--- config.mk ---
export PLATFORM = sky130hd
export DESIGN_NAME = srd_top
export DESIGN_NICKNAME = d
export VERILOG_FILES = /design/src/rtl/srd_pkg.sv /design/src/rtl/srd_delay.sv /design/src/rtl/srd_edge.sv /design/src/rtl/srd_top.sv
export SDC_FILE = /design/constraint.sdc
export NUM_CORES = 1
export LEC_CHECK = 0
export ABC_CLOCK_PERIOD_IN_PS = 1500
export BUFFER_PORTS_ARGS = -buffer_cell sky130_fd_sc_hd__buf_2
export CAP_MARGIN = 25
export CORE_MARGIN = 2
export CORE_UTILIZATION = 35
export DETAILED_ROUTE_END_ITERATION = 6
export PLACE_DENSITY_LB_ADDON = 0.1
export SLEW_MARGIN = 20
export SYNTH_ARGS = -nofsm -noshare
export SYNTH_HDL_FRONTEND = slang
export SYNTH_SLANG_ARGS = --single-unit
--- constraint.sdc ---
create_clock -name i_ref_clk -period 1.5 [get_ports i_ref_clk]
set_clock_uncertainty 0.05 [all_clocks]
set_input_delay 0.225 -clock i_ref_clk [delete_from_list [all_inputs] [get_ports i_ref_clk]]
set_output_delay 0.225 -clock i_ref_clk [all_outputs]
set_load 0.05 [all_outputs]
--- src/rtl/srd_pkg.sv ---
// Behaviour
// - Sample sync input on sampling clock rise
// - Assert on pin rise or bit 0-to-1
// - Host selects pin or register source
// - Reset divider every assertion unless masked
// - NCO and LMFC reset from third assertion
// - Third or later accepted assertion aligns multiframe boundary
// - Also reset decimation filters
// - Divider mask blocks divider reset
// - NCO/link mask blocks NCO and LMFC
// - Programmable delay on sync input path
// - Buffer powerdown stops pin assertion detection
package srd_pkg;

  // ***********************************************************
  // Widths and constants
  // ***********************************************************
  localparam int unsigned DLY_W   = 4;          // Delay tap select width
  localparam int unsigned DLY_N   = 16;         // Number of delay taps
  localparam int unsigned CNT_W   = 2;          // Assertion counter width
  localparam logic [1:0]  CNT_RST = 2'h0;       // Counter reset value
  localparam logic [1:0]  CNT_SAT = 2'h3;       // Counter saturation value
  localparam logic [1:0]  CNT_ONE = 2'h1;       // Counter increment
  localparam real         DLL_US  = 40.0;       // Settling time, us
  localparam real         CLK_MHZ = 100.0;      // Clock rate, MHz

  // Source selection
  typedef enum logic {
    SRD_SRC_PIN = 1'b0,
    SRD_SRC_REG = 1'b1
  } srd_src_t;

  // Configuration bits from the host
  typedef struct packed {
    srd_src_t         src_sel;                   // Pin or register source
    logic             sw_sync_assert_bit;        // Software assert bit
    logic             divider_sync_mask;         // Blocks divider resets
    logic             nco_link_sync_mask;        // Blocks NCO/LMFC resets
    logic             sync_buffer_powerdown;     // Powers input buffer down
    logic [DLY_W-1:0] dly_sel;                   // Input delay tap
  } srd_cfg_t;

  // Reset pulses to the targets
  typedef struct packed {
    logic div_rst;                               // Interleave clock divider
    logic dec_rst;                               // Decimation filters
    logic nco_rst;                               // NCO phase accumulators
    logic lmfc_rst;                              // LMFC counter / boundary
  } srd_rst_t;

endpackage : srd_pkg

--- src/rtl/srd_delay.sv ---
`timescale 1ns/1ps
`default_nettype none
// Programmable tap delay line for the sync input
module srd_delay (
  input  wire logic                    i_ref_clk,
  input  wire logic                    i_rst_n,
  input  wire logic                    i_din,
  input  wire logic [srd_pkg::DLY_W-1:0] i_sel,
  output logic                         o_dout
);
  import srd_pkg::*;

  logic [DLY_N-1:0] taps_q;                      // Shift chain of taps

  // ***********************************************************
  // Tap chain, one flop per tap via generate
  // ***********************************************************
  genvar g;
  generate
    for (g = 0; g < DLY_N; g++) begin : g_tap
      always_ff @(posedge i_ref_clk or negedge i_rst_n) begin
        if (!i_rst_n) begin
          taps_q[g] <= 1'b0;
        end else begin
          taps_q[g] <= (g == 0) ? i_din : taps_q[(g == 0) ? 0 : g-1];
        end
      end
    end
  endgenerate

  // Selected tap, registered so the output is a flop
  always_ff @(posedge i_ref_clk or negedge i_rst_n) begin
    if (!i_rst_n) begin
      o_dout <= 1'b0;
    end else begin
      o_dout <= taps_q[i_sel];
    end
  end

endmodule // srd_delay
`default_nettype wire

--- src/rtl/srd_edge.sv ---
`timescale 1ns/1ps
`default_nettype none
// Rising edge detector; one-cycle pulse on 0-to-1
module srd_edge (
  input  wire logic i_ref_clk,
  input  wire logic i_rst_n,
  input  wire logic i_lvl,
  output logic      o_rise
);
  logic prev_q;                                  // Last seen level

  // Previous level; reset to 0 so a high level at start counts as an edge
  always_ff @(posedge i_ref_clk or negedge i_rst_n) begin
    if (!i_rst_n) begin
      prev_q <= 1'b0;
    end else begin
      prev_q <= i_lvl;
    end
  end

  // Combinational pulse, registered by the caller
  assign o_rise = i_lvl & ~prev_q;

endmodule // srd_edge
`default_nettype wire

--- src/rtl/srd_top.sv ---
`timescale 1ns/1ps
`default_nettype none
// Sync reference capture and reset distribution
module srd_top (
  input  wire logic              i_ref_clk,
  input  wire logic              i_reset_n,
  input  wire logic              i_sync_pin,
  input  wire srd_pkg::srd_cfg_t i_cfg,
  output srd_pkg::srd_rst_t      o_rst,
  output logic [1:0]             o_assert_cnt,
  output logic                   o_sync_seen
);
  import srd_pkg::*;

  // ***********************************************************
  // Overview
  // ***********************************************************
  // A sync assertion comes from the pin or from the software
  // assert bit; the source select decides which one is heard.
  // Pin path: two sync flops, the tap delay, the buffer gate and an
  // edge detector. A pin rise shows as reset pulses on the fifth
  // edge after it with tap zero, one edge later per tap step.
  // Register path: two sync flops and an edge detector, so a 0-to-1
  // write shows as reset pulses on the third edge after it.
  // Divider and decimation resets follow every unmasked assertion;
  // NCO and LMFC resets only from the third assertion onward.
  // Every accepted assertion is counted, masked or not, and the count
  // stops at three so it can never wrap back into the ignore window.
  // The mask bits are read without synchronisers to keep the pulse
  // latency fixed; the host must hold them steady around an assertion.
  // A powered-down buffer hides the pin but not the register source.
  // Outputs are all registered, so the reset targets see clean pulses.

  // ***********************************************************
  // Reset release
  // ***********************************************************
  logic [1:0] rst_sync_q;                        // Release synchroniser
  logic       rst_n;                             // Internal reset

  // Assert asynchronously, release after two edges
  // Release is synchronous so no flop leaves reset a cycle ahead
  always_ff @(posedge i_ref_clk or negedge i_reset_n) begin
    if (!i_reset_n) begin
      rst_sync_q <= 2'h0;
    end else begin
      rst_sync_q <= {rst_sync_q[0], 1'b1};
    end
  end
  assign rst_n = rst_sync_q[1];

  // ***********************************************************
  // Input capture
  // ***********************************************************
  logic pin_s1_q;                                // First sync flop
  logic pin_s2_q;                                // Second sync flop
  logic sw_s1_q;                                 // Soft bit, treated as async
  logic sw_s2_q;

  // Two flops on the pin, clocked by the sampling clock rise
  // The first flop may go metastable; only the second is read
  always_ff @(posedge i_ref_clk or negedge rst_n) begin
    if (!rst_n) begin
      pin_s1_q <= 1'b0;
      pin_s2_q <= 1'b0;
    end else begin
      pin_s1_q <= i_sync_pin;
      pin_s2_q <= pin_s1_q;
    end
  end

  // Config bits may come from the host interface clock, so synchronise
  // Only the software bit goes through here; its edge detector reads sw_s2_q
  always_ff @(posedge i_ref_clk or negedge rst_n) begin
    if (!rst_n) begin
      sw_s1_q <= 1'b0;
      sw_s2_q <= 1'b0;
    end else begin
      sw_s1_q <= i_cfg.sw_sync_assert_bit;
      sw_s2_q <= sw_s1_q;
    end
  end

  // ***********************************************************
  // Delay, buffer gating, source selection
  // ***********************************************************
  logic pin_dly;                                 // Delayed pin level
  logic pin_buf;                                 // After buffer powerdown
  logic pin_rise;
  logic sw_rise;
  logic sync_evt;                                // Accepted assertion

  // Tap delay trims skew between the sync pin and the clock
  // Tap zero still costs two cycles; each step adds one more
  srd_delay u_delay (
    .i_ref_clk (i_ref_clk),
    .i_rst_n   (rst_n),
    .i_din     (pin_s2_q),
    .i_sel     (i_cfg.dly_sel),
    .o_dout    (pin_dly)
  );

  // A powered-down buffer reads as a steady low
  assign pin_buf = pin_dly & ~i_cfg.sync_buffer_powerdown;

  // Pin edge detector; a pin already high at reset release counts as a rise
  srd_edge u_pin_edge (
    .i_ref_clk (i_ref_clk),
    .i_rst_n   (rst_n),
    .i_lvl     (pin_buf),
    .o_rise    (pin_rise)
  );

  // Register edge detector; only a 0-to-1 of the bit counts
  srd_edge u_sw_edge (
    .i_ref_clk (i_ref_clk),
    .i_rst_n   (rst_n),
    .i_lvl     (sw_s2_q),
    .o_rise    (sw_rise)
  );

  // Only the selected source can assert; the other is ignored
  assign sync_evt = (i_cfg.src_sel == SRD_SRC_REG) ? sw_rise : pin_rise;

  // ***********************************************************
  // Assertion counter
  // ***********************************************************
  logic [CNT_W-1:0] cnt_q;                       // Saturating count
  logic             late_ok;                     // Third or later

  // Saturates so it never wraps back into the ignore window
  // Masked assertions are counted too, so masking never shifts
  // which assertion counts as the third
  always_ff @(posedge i_ref_clk or negedge rst_n) begin
    if (!rst_n) begin
      cnt_q <= CNT_RST;
    end else if (sync_evt && cnt_q != CNT_SAT) begin
      cnt_q <= cnt_q + CNT_ONE;
    end
  end

  // Current event is the third or later when two already counted
  // The counter still holds the old count in the event cycle
  assign late_ok = (cnt_q >= (CNT_SAT - CNT_ONE));

  // ***********************************************************
  // Reset pulse outputs
  // ***********************************************************
  // One-cycle pulses; the masks gate the outputs, not the count
  // Decimation filters share the divider's mask
  always_ff @(posedge i_ref_clk or negedge rst_n) begin
    if (!rst_n) begin
      o_rst <= '0;
    end else begin
      o_rst.div_rst  <= sync_evt & ~i_cfg.divider_sync_mask;
      o_rst.dec_rst  <= sync_evt & ~i_cfg.divider_sync_mask;
      o_rst.nco_rst  <= sync_evt & late_ok & ~i_cfg.nco_link_sync_mask;
      o_rst.lmfc_rst <= sync_evt & late_ok & ~i_cfg.nco_link_sync_mask;
    end
  end

  // Status count: follows the internal counter edge for edge
  always_ff @(posedge i_ref_clk or negedge rst_n) begin
    if (!rst_n) begin
      o_assert_cnt <= CNT_RST;
    end else begin
      o_assert_cnt <= (sync_evt && cnt_q != CNT_SAT) ? cnt_q + CNT_ONE : cnt_q;
    end
  end

  // Sticky seen flag: set by any accepted assertion, cleared by reset only
  always_ff @(posedge i_ref_clk or negedge rst_n) begin
    if (!rst_n) begin
      o_sync_seen <= 1'b0;
    end else begin
      o_sync_seen <= o_sync_seen | sync_evt;
    end
  end

  // ***********************************************************
  // Assertions
  // ***********************************************************
  // Divider reset follows every unmasked assertion
  property p_div;
    @(posedge i_ref_clk) disable iff (!rst_n)
      (sync_evt && !i_cfg.divider_sync_mask) |=> o_rst.div_rst;
  endproperty
  a_div: assert property (p_div) else $error("divider reset missing");

  // A set divider mask keeps the divider phase untouched
  property p_divmask;
    @(posedge i_ref_clk) disable iff (!rst_n)
      i_cfg.divider_sync_mask |=> !o_rst.div_rst;
  endproperty
  a_divmask: assert property (p_divmask) else $error("divider reset while masked");

  // First two assertions never reach the NCO or LMFC
  property p_early;
    @(posedge i_ref_clk) disable iff (!rst_n)
      (cnt_q < 2'h2) |=> !o_rst.nco_rst && !o_rst.lmfc_rst;
  endproperty
  a_early: assert property (p_early) else $error("NCO reset before third");

  // Once saturated, every unmasked assertion realigns the multiframe
  property p_late;
    @(posedge i_ref_clk) disable iff (!rst_n)
      (sync_evt && cnt_q == CNT_SAT && !i_cfg.nco_link_sync_mask) |=> o_rst.nco_rst && o_rst.lmfc_rst;
  endproperty
  a_late: assert property (p_late) else $error("late NCO reset missing");

  // A set NCO/link mask blocks the NCO reset
  property p_ncomask;
    @(posedge i_ref_clk) disable iff (!rst_n)
      i_cfg.nco_link_sync_mask |=> !o_rst.nco_rst;
  endproperty
  a_ncomask: assert property (p_ncomask) else $error("NCO reset while masked");

  // The count never leaves three once there
  property p_sat;
    @(posedge i_ref_clk) disable iff (!rst_n)
      (cnt_q == CNT_SAT) |=> (cnt_q == CNT_SAT);
  endproperty
  a_sat: assert property (p_sat) else $error("counter left saturation");

  // Each assertion below saturation steps the count by one
  property p_cnt;
    @(posedge i_ref_clk) disable iff (!rst_n)
      (sync_evt && cnt_q != CNT_SAT) |=> (cnt_q == $past(cnt_q) + CNT_ONE);
  endproperty
  a_cnt: assert property (p_cnt) else $error("counter did not step");

  // A powered-down buffer lets no pin assertion through
  property p_pdn;
    @(posedge i_ref_clk) disable iff (!rst_n)
      (i_cfg.sync_buffer_powerdown && i_cfg.src_sel == SRD_SRC_PIN)[*2] |-> !sync_evt;
  endproperty
  a_pdn: assert property (p_pdn) else $error("edge seen while powered down");

  // Register source: only the software bit can assert
  property p_src;
    @(posedge i_ref_clk) disable iff (!rst_n)
      (i_cfg.src_sel == SRD_SRC_REG && !sw_rise) |-> !sync_evt;
  endproperty
  a_src: assert property (p_src) else $error("pin asserted in register mode");

  // Decimation filters are reset by every assertion the divider mask lets through
  property p_dec;
    @(posedge i_ref_clk) disable iff (!rst_n)
      (sync_evt && !i_cfg.divider_sync_mask) |=> o_rst.dec_rst;
  endproperty
  a_dec: assert property (p_dec) else $error("decimator reset missing");

  // A set NCO/link mask blocks the LMFC reset as well
  property p_lmfcmask;
    @(posedge i_ref_clk) disable iff (!rst_n)
      i_cfg.nco_link_sync_mask |=> !o_rst.lmfc_rst;
  endproperty
  a_lmfcmask: assert property (p_lmfcmask) else $error("LMFC reset while masked");

  // The third assertion is the first to reset the NCO and LMFC
  property p_third;
    @(posedge i_ref_clk) disable iff (!rst_n)
      (sync_evt && cnt_q == (CNT_SAT - CNT_ONE) && !i_cfg.nco_link_sync_mask) |=> o_rst.nco_rst && o_rst.lmfc_rst;
  endproperty
  a_third: assert property (p_third) else $error("third assertion reset missing");

  // No divider reset without an accepted assertion just before it
  property p_divevt;
    @(posedge i_ref_clk) disable iff (!rst_n)
      o_rst.div_rst |-> $past(sync_evt);
  endproperty
  a_divevt: assert property (p_divevt) else $error("divider reset without assertion");

  // NCO reset only after an assertion with two already counted
  property p_ncoevt;
    @(posedge i_ref_clk) disable iff (!rst_n)
      o_rst.nco_rst |-> $past(sync_evt) && ($past(cnt_q) != CNT_RST) && ($past(cnt_q) != CNT_ONE);
  endproperty
  a_ncoevt: assert property (p_ncoevt) else $error("NCO reset inside ignore window");

  // Seen flag stays set until reset
  property p_seen;
    @(posedge i_ref_clk) disable iff (!rst_n)
      o_sync_seen |=> o_sync_seen;
  endproperty
  a_seen: assert property (p_seen) else $error("seen flag dropped");

  // A held software bit yields one assertion only
  property p_swonce;
    @(posedge i_ref_clk) disable iff (!rst_n)
      sw_rise |=> !sw_rise;
  endproperty
  a_swonce: assert property (p_swonce) else $error("software bit asserted twice");

  // Status count steps together with the internal counter
  property p_cntout;
    @(posedge i_ref_clk) disable iff (!rst_n)
      (sync_evt && cnt_q != CNT_SAT) |=> (o_assert_cnt == $past(cnt_q) + CNT_ONE);
  endproperty
  a_cntout: assert property (p_cntout) else $error("status count did not step");

  // ***********************************************************
  // Cover points
  // ***********************************************************
  // Early assertion, third assertion, register source, masked event, powered-down pin
  c_first: cover property (@(posedge i_ref_clk) disable iff (!rst_n) o_rst.div_rst && !o_rst.nco_rst);
  c_third: cover property (@(posedge i_ref_clk) disable iff (!rst_n) o_rst.nco_rst);
  c_sw:    cover property (@(posedge i_ref_clk) disable iff (!rst_n) sw_rise && i_cfg.src_sel == SRD_SRC_REG);
  c_mask:  cover property (@(posedge i_ref_clk) disable iff (!rst_n) sync_evt && i_cfg.nco_link_sync_mask);
  c_pdn:   cover property (@(posedge i_ref_clk) disable iff (!rst_n) pin_dly && i_cfg.sync_buffer_powerdown);

endmodule // srd_top
`default_nettype wire

; ---- Yosys cells after proc, flatten, opt, wreduce, memory -nomap -nowiden
; Cells that the tools add are included.
[word_totals]
out_inout_bits = 7
inputBits = 12
memories = 0
word_cells = 49
reg_bits = 30
romBits = 0
latch_bits = 0
mem_bits_rw = 0
[op_classes]
mux = 4
bitwise = 12
addsub = 1
shift = 0
n_eq_ne = 1
n_reduce_logical = 1
multipliers = 0
n_lt_le_gt_ge = 2
n_div = 0
[op_table]
columns = operator, n
row1 = bitwise AND 1 bit, 6
row2 = "< comparator 4 x 5 -> 1 bit, second input constant", 1
row3 = NOT 1 bit, 5
row4 = binary-select mux 1 bit (select 4 bit), 1
row5 = "adder 2 x 1 -> 2 bit, second input constant", 1
row6 = "greater-or-equal comparator 2 bit, second input constant", 1
row7 = 2-to-1 mux 1 bit, 2
row8 = 2-to-1 mux 2 bit, 1
row9 = "!= test 2 bit, second input constant", 1
row10 = logical AND 1 bit, 1
row11 = bitwise OR 1 bit, 1

; ---- Depth between registers and ports, before layout
; Gate-level depths: netlist of run 1.
[depth]
ltp_word = 6
ltp_mapped = 4
depth_no_buf = 4

; ---- Hierarchy
; From an unflattened synthesis of run 1, not the netlist that was laid out.
[hier_totals]
hier_cells = 55
hier_area_um2 = 1027.2
[by_module_without_submodules]
columns = mod, n_inst, area_per_inst_um2, seq_area_each_um2, cells_each
row1 = srd_delay, 1, 560.5, 425.4, 24
row2 = srd_top, 1, 389.1, 275.3, 27
row3 = srd_edge, 2, 38.8, 25.0, 2

; ---- Least setup slack after synthesis of run 1
; OpenSTA, ideal clock, no wires.
[synth_path]
path_kind = register to register
startpoint = register o_assert_cnt[1] (netlist name)
endpoint = register o_assert_cnt[1]
path_stages_with_launch = 4
n_path_buf = 0
required_ns = 1.371
synth_period_minus_slack_ns = 1.374
arrival_time_ns = 1.245
path_slack_ns = 0.126
setup_time_ns = 0.079
cell_sequence = dfrtp_1 > ha_1 > o21ba_2 > mux2i_1
[synth_rtl]
columns = item, line
row1 = to (signal assigned), srd_top.sv:166  ; o_assert_cnt <= (sync_evt && cnt_q != CNT_SAT) ? cnt_q + CNT_ONE : cnt_q;
row2 = to (decl), srd_top.sv:10  ; output logic [1:0] o_assert_cnt,

; ---- Worst setup path in the final report of run 1
[layout_path]
startpoint = register u_pin_edge.prev_q
endpoint = register o_assert_cnt[1]
[layout_via]
elab_chain_len = 4
[layout_lines]
columns = item, line
row1 = from (decl), srd_edge.sv:10  ; logic prev_q;
row2 = from (signal assigned), srd_edge.sv:17  ; prev_q <= i_lvl;
row3 = NOT 1 bit, srd_edge.sv:22  ; assign o_rise = i_lvl & ~prev_q;
row4 = bitwise AND 1 bit, srd_edge.sv:22
row5 = 2-to-1 mux 1 bit, srd_top.sv:122  ; assign sync_evt = (i_cfg.src_sel == SRD_SRC_REG) ? sw_rise : pin_rise;
row6 = logical AND 1 bit, srd_top.sv:166
; Every way passes these cells.
; A chain may end at the register's enable or synchronous reset.

==> results.cfg, run 1 <==
[outcome]
status = completed

[synth]
synth_common_cells = 30 x dfrtp_1, 4 x mux2i_1, 4 x mux4_1
avgSynthCellArea_um2 = 18.4
synthAdderAreaFrac_pct = 2.47
synth-main-ff-cell = dfrtp_1
synth_top_area_cell = dfrtp_1
synth_area_leaders = dfrtp_1 74%, mux4_1 10%, mux2i_1 4.0%
synthMuxAreaShare_pct = 14.3
synth-compound-area-share_pct = 0.989
synth_area_um2 = 1010
ys_ff_latch = 30
syn_nets = 69
yosysMostFrequentCell = dfrtp_1
synth_edf_count = 0
synth_top_area_share_pct = 74.2
synth-simple-area-share_pct = 4.57
synth_xor_area_share_pct = 0.865
synth_top_family_by_area = multiplexers
synth_cell_type_count = 15
netlist_instances = 55
async_reset_ff_share_pct = 100
yosysWarnings = 0
ys_seq_area_share_pct = 74.2

[route]
viasPerCell = 4.62
finalWirelength_um = 1390
vias = 527
dr.pass1.iters = 3
drc = 0
antenna_left = 0
drt-wirelength-per-cell_um = 12.2
drt_iter0_markers = 11

[sta]
tns_ns = 0
finalHoldViolations = 0
fmax_mhz = 773
setup_viol = 0
slew_violations = 0
grt_setup_unrepaired = false
finalCritPeriodShare_pct = 86.3
fin_crit_ns = 1.29

[cts]
postCtsSetupBuffers = 0
clk_pin_slew_worst_paths_ns = 0.10
ctsHtreeMaxLevel = 2
insertion_delay_ns = 0.31
cts.sinks = 30
clockRootBuffer = clkbuf_4
cts_buffers = 5
clockBufferDepth = 2
tritoncts = yes

[place]
dpl_cell_area_um2 = 1130
portBuffers = 18
dp_cells = 103
dp_hpwl_um = 976
place_congestion = 0.651

[die]
die_h_um = 57.8
start_util_pct = 36.7
num_io_pins = 19
placementRows = 19
die_x_um = 57.8
coreArea_um2 = 2760
die-area_um2 = 3340

[pwr]
powerDensity_nw_per_um2 = 1280
finalPower_mw = 1.61
vdd_drop_max_mv = 0.665
leakagePower_nw = 0.605

[final_layout]
utilization_pct = 45.7
nNetsFinal = 97
drive_above_1_share_pct = 33.7
fin_area_um2 = 1260
antennaDiodeCount = 0
layout.cells.non_filler = 114
syn2layout_area_growth_pct = 24.6

[critical_path]
worstSetupPathType = reg -> reg
crit_path_start_kind = flop
worstSetupEndpointType = flop
crit_required_ns = 1.68
cp.arrival_ns = 1.48
cp_max_fo = 3

[global_routing]
grt_pass1_vias = 573
grt_max_degree = 29
grt_pass1_wl_um = 2540
antenna_found_initial = 0
grt_remaining_overflow = 0
grtUsageTotal_pct = 10.6

[run]
maxCapViolCount = 0

[worst_hold_path]
hp-class = in -> reg
[per-layer routing]
metal,up-vias,part of all wire (%),GRT usage (%)
met1,260,49,14.1
met5,-,0,0
met4,0,2.3,6.98
met3,4,6.3,4.69
met2,16,42,14.1
li1,247,-,-
[final cells by class]
type,count,area [µm²]
Clock buffer,6,51.3
Clock inverter,1,30.0
Fill cell,252,1500
Inverter,2,7.51
Multi-Input combinational cell,21,245
Sequential cell,30,751
Tap cell,31,38.8
Timing Repair Buffer,23,138
[metrics by stage]
stage	hold slack [ns]	setup WS, ns
2_1_floorplan	-0.121	0.126
6_report	0.0151	0.206
3_5_place_dp	-0.0387	0.0176
3_3_place_gp	-0.0406	0.0712
4_1_cts	0.000687	0.164
5_1_grt	0.000247	0.106
[sequential cells by signal (all words and copies together) (netlist names), 2 cells and up]
name	count
rst_sync_q	2
o_rst	2
u_delay.taps_q	16
o_assert_cnt	2
[path summary, 6_finish.rpt]
kind | endpoint | cells after the start | slack (ns) | from
worst min-delay path | o_rst[0] | 2 | 0.02 | i_cfg[5]
worst max register to register | o_assert_cnt[1] | 3 | 0.21 | u_pin_edge.prev_q
worst max-delay path | o_assert_cnt[1] | 3 | 0.21 | u_pin_edge.prev_q
min in group asynchronous | rst_sync_q[0] | 2 | 0.16 | i_reset_n
max in group asynchronous | o_assert_cnt[1] | 1 | 0.95 | rst_sync_q[1]
worst min register to register | u_delay.taps_q[4] | 1 | 0.18 | rst_sync_q[1]
[critical path, stage by stage, from the launching register on]
cell     delay [ns]
dfrtp_1        0.38
nor4b_2        0.38
o21ba_2        0.22
mux2i_1        0.18
[power breakdown]
group / internal [mW] / switching [mW] / total (mW) / leakage [nW]
Sequential: 0.849 / 0.0162 / 0.865 / 0.346
Combinational: 0.0498 / 0.0584 / 0.108 / 0.214
Clock: 0.388 / 0.251 / 0.639 / 0.0443
Total: 1.29 / 0.326 / 1.61 / 0.605
[cell families after synthesis]
logic type / after synthesis
xor+xnor: 1
mux: 8
other cells: 1
buf+inv: 4
compound gates: 1
simple gates: 8
flops: 30
fa+ha+maj: 2
[layout by cell type (no fill, tap or decap)]
cell            n
dfrtp_1        30
buf_2          18
clkbuf_4        5
mux4_1          4
mux2i_1         4
dlygate4sd3_1   4
nor2_1          3
inv_1           2
ha_1            2
and3b_1         1
nor4b_2         1
nor3_1          1
or3_1           1
o21ba_2         1
xnor2_1         1
nor2b_1         1
clkbuf_8        1
bufinv_16       1
buf_4           1
conb_1          1
[timing repair]
item,4_1_cts,5_1_grt
hold buffers,4,0
resized for setup,1,0
hold endpoints to repair,5,0
setup endpoints to repair,1,0
(Power assumes the default switching activity.)
==> inputs of run 2 (changes only) <==
==> constraint.sdc (replaced) <==
create_clock -name i_ref_clk -period 1.5 [get_ports i_ref_clk]
set_clock_uncertainty 0.05 [all_clocks]
set_input_delay 0.15 -clock i_ref_clk [delete_from_list [all_inputs] [get_ports i_ref_clk]]
set_output_delay 0.15 -clock i_ref_clk [all_outputs]
set_load 0.05 [all_outputs]
==> results.cfg, run 2 (synthesis gave the netlist of run 1 again) <==
[outcome]
status = completed

[die]
num_io_pins = 19
die_x_um = 57.8
die_h_um = 57.8
start_util_pct = 36.7
placementRows = 19
coreArea_um2 = 2760
die-area_um2 = 3340

[cts]
cts_buffers = 5
ctsHtreeMaxLevel = 2
tritoncts = yes
cts.sinks = 30
clk_pin_slew_worst_paths_ns = 0.09
insertion_delay_ns = 0.32
postCtsSetupBuffers = 0
clockRootBuffer = clkbuf_4
clockBufferDepth = 2

[route]
drt-wirelength-per-cell_um = 13.1
drc = 0
dr.pass1.iters = 4
antenna_left = 0
viasPerCell = 4.67
finalWirelength_um = 1540
drt_iter0_markers = 9
vias = 551

[final_layout]
syn2layout_area_growth_pct = 25.5
layout_commonest_cell = dfrtp_1
antennaDiodeCount = 0
utilization_pct = 46.1
largest_reg_flops = 16
drive_above_1_share_pct = 32.2
regMostFlops = u_delay.taps_q
nNetsFinal = 100
layout.cells.non_filler = 118
mostFrequentLayoutCells = 30 x dfrtp_1, 18 x buf_2, 7 x dlygate4sd3_1

[critical_path]
cp.arrival_ns = 1.55
cp_max_fo = 3
worstSetupPathType = in -> reg
crit_path_start_kind = primary input
crit_required_ns = 1.70
worstSetupEndpointType = flop

[sta]
tns_ns = 0
finalHoldViolations = 0
fin_crit_ns = 1.35
fmax_mhz = 740
setup_viol = 0
finalCritPeriodShare_pct = 90.1
fin_hold_ws_ns = 0.0814
grt_setup_unrepaired = false
slew_violations = 0

[pwr]
vdd_drop_max_mv = 0.805
leakagePower_nw = 0.608
powerDensity_nw_per_um2 = 1160

[global_routing]
use_met3_pct = 7.37
grt_pass1_wl_um = 2640
grt_max_degree = 29
grt_pass1_vias = 569
use_met1_pct = 14.7
busiest_layer = met2
antenna_found_initial = 0
grtUsageTotal_pct = 11.5
grt.met2_usage_pct = 15.3
grt_remaining_overflow = 0

[place]
dp_hpwl_um = 1050
portBuffers = 18
dp_cells = 103
place_congestion = 0.636

[worst_hold_path]
hp-class = in -> async

[run]
maxCapViolCount = 0
-- run 2: cell type report --
| class | instances | area [µm²] |
|---|---|---|
| Fill cell | 260 | 1490 |
| Clock inverter | 1 | 5.00 |
| Timing Repair Buffer | 26 | 168 |
| Clock buffer | 7 | 55.1 |
| Inverter | 2 | 7.51 |
| Tap cell | 31 | 38.8 |
| Sequential cell | 30 | 751 |
| Multi-Input combinational cell | 21 | 245 |
-- run 2: final timing paths --
path,start,end,slack (ns),depth (start not counted)
max,i_cfg[4],o_assert_cnt[1],0.15,5
min,i_reset_n,rst_sync_q[1],0.08,2
max reg2reg,u_delay.taps_q[5],u_delay.o_dout,0.20,3
min reg2reg,rst_sync_q[1],u_delay.taps_q[4],0.19,1
max in group asynchronous,rst_sync_q[1],o_assert_cnt[1],0.95,1
min in group i_ref_clk,i_cfg[3],u_delay.o_dout,0.11,3
-- run 2: metrics by stage --
| stage | setup WS [ns] | power [mW] | instance area [µm²] |
|---|---|---|---|
| CTS | 0.0228 | 1.50 | 1260 |
| global route | 0.0659 | 1.56 | 1270 |
| finish | 0.149 | 1.47 | 1270 |
| floorplan | 0.126 | 0.946 | 1010 |
| global placement | 0.186 | 0.983 | 1130 |
| detailed placement | 0.152 | 0.985 | 1130 |
-- run 2: worst max-delay path, cell delays in order --
cell,delay (ns)
dlygate4sd3_1,0.54
buf_2,0.14
nor4b_2,0.34
o21ba_2,0.21
mux2i_1,0.17
-- run 2: timing repair --
| action | 4_1_cts | 5_1_grt |
|---|---|---|
| endpoints found under the hold margin | 8 | 0 |
| endpoints found under the setup margin | 0 | 3 |
| resized for setup | 0 | 1 |
| hold buffers | 7 | 0 |
-- run 2: power breakdown --
part	switching (mW)	total (mW)	internal, mW
clock network	0.259	0.486	0.227
registers	0.0172	0.866	0.849
logic	0.0610	0.116	0.0550
total	0.338	1.47	1.13
-- run 2: per-layer routing --
metal / vias up / routed length (µm)
met5: - / 0
met2: 19 / 683
li1: 253 / -
met4: 0 / 31
met3: 4 / 111
met1: 275 / 716
==> inputs of run 3 (changes only) <==
--- a/config.mk
+++ b/config.mk
@@ -12,6 +12,7 @@
 export CORE_UTILIZATION = 35
 export DETAILED_ROUTE_END_ITERATION = 6
 export PLACE_DENSITY_LB_ADDON = 0.1
+export RECOVER_POWER = 100
 export SLEW_MARGIN = 20
 export SYNTH_ARGS = -nofsm -noshare
 export SYNTH_HDL_FRONTEND = slang
==> results.cfg, run 3 (synthesis gave the netlist of run 1 again) <==
[final_layout]
largest_reg_flops = 16
utilization_pct = 45.8
nNetsFinal = 100
layout.cells.non_filler = 118
layout_commonest_cell = dfrtp_1
syn2layout_area_growth_pct = 24.7
mostFrequentLayoutCells = 30 x dfrtp_1, 9 x buf_2, 7 x dlygate4sd3_1
antennaDiodeCount = 0
multiInputGateArea_um2 = 245
drive_above_1_share_pct = 26.4
fillers = 264
regMostFlops = u_delay.taps_q
regArea_um2 = 751

[cts]
tritoncts = yes
insertion_delay_ns = 0.32
clockRootBuffer = clkbuf_4
ctsHtreeMaxLevel = 2
postCtsSetupBuffers = 0
clk_pin_slew_worst_paths_ns = 0.09
cts.sinks = 30
cts_buffers = 5
clockBufferDepth = 2

[pwr]
leakagePower_nw = 0.610
vdd_drop_max_mv = 0.805
powerDensity_nw_per_um2 = 1160

[global_routing]
grt_pass1_vias = 569
antenna_found_initial = 0
grt_remaining_overflow = 0
grt_max_degree = 29
grtUsageTotal_pct = 11.5
grt_pass1_wl_um = 2640

[route]
finalWirelength_um = 1540
drt_iter0_markers = 10
dr.pass1.iters = 4
vias = 551
antenna_left = 0
viasPerCell = 4.67
drt-wirelength-per-cell_um = 13.0
drc = 0

[place]
dp_hpwl_um = 1050
portBuffers = 18
place_ws_ns = 0.152
place_congestion = 0.636
dp_cells = 103

[critical_path]
crit_path_start_kind = primary input
crit_required_ns = 1.70
cp.arrival_ns = 1.55
worstSetupPathType = in -> reg
worstSetupEndpointType = flop
cp_max_fo = 3

[sta]
finalCritPeriodShare_pct = 90.2
finalHoldViolations = 0
relSlewSlack_pct = 55.0
grt_setup_unrepaired = false
setup_viol = 0
fmax_mhz = 739
slew_violations = 0
fin_crit_ns = 1.35
worst_pin_slew_ns = 0.675
tns_ns = 0
layout_setup_ws_ns = 0.147

[die]
num_io_pins = 19
die-area_um2 = 3340
placementRows = 19
start_util_pct = 36.7
die_x_um = 57.8
die_h_um = 57.8
coreArea_um2 = 2760

[run]
maxCapViolCount = 0

[worst_hold_path]
hp-class = in -> async

[outcome]
status = completed
-- run 3: changes by cell type in the layout (fill, tap and decap cells not counted) --
cell | before | now
buf_2 | 18 | 9
buf_4 | 1 | 0
clkbuf_1 | 1 | 5
clkbuf_2 | 0 | 6
o21ba_1 | 0 | 1
o21ba_2 | 1 | 0
-- run 3: worst max-delay path: stages --
cell           delay [ns]
dlygate4sd3_1        0.54
clkbuf_1             0.12
nor4b_2              0.34
o21ba_1              0.21
mux2i_1              0.18
-- run 3: stage by stage --
step                cell area, µm²  total power [mW]  hold WS, ns
floorplan                     1010             0.946       -0.196
global placement              1130             0.983       -0.115
detailed placement            1130             0.985       -0.114
CTS                           1260              1.50       0.0467
global route                  1260              1.55       0.0470
finish                        1260              1.47       0.0806
-- run 3: final cells by class --
| class | instances | share of cell area (%) |
|---|---|---|
| inverters | 2 | 0.595 |
| repair buffers | 26 | 12.7 |
| well taps | 31 | 3.07 |
| flip-flops and latches | 30 | 59.5 |
| clock inverters | 1 | 0.396 |
| clock buffers | 7 | 4.36 |
| multi-input cells | 21 | 19.4 |
-- run 3: repair_timing --
item / in CTS / in global routing
gates resized for setup: 0 / 1
setup endpoints to repair: 0 / 3
hold endpoints to repair: 8 / 0
hold buffers: 7 / 0
-- run 3: power by group --
part	switching (mW)	internal (mW)
Clock	0.259	0.227
Sequential	0.0173	0.849
Combinational	0.0610	0.0524
Total	0.338	1.13
-- run 3: worst paths after layout --
kind / startpoint / end / slack, ns / depth (start not counted)
min in group i_ref_clk: i_cfg[3] / u_delay.o_dout / 0.11 / 3
worst min register to register: rst_sync_q[1] / u_delay.taps_q[4] / 0.31 / 1
worst min-delay path: i_reset_n / rst_sync_q[1] / 0.08 / 2
worst max register to register: u_delay.taps_q[5] / u_delay.o_dout / 0.20 / 3
max in group asynchronous: rst_sync_q[1] / o_assert_cnt[1] / 0.66 / 1
worst max-delay path: i_cfg[4] / o_assert_cnt[1] / 0.15 / 5
-- run 3: metal layers --
metal | GRT usage [%] | vias up | wire (µm)
li1 | - | 252 | -
met1 | 14.7 | 276 | 707
met2 | 15.3 | 19 | 687
met3 | 7.37 | 4 | 112
met4 | 4.98 | 0 | 31
met5 | 0 | - | 0
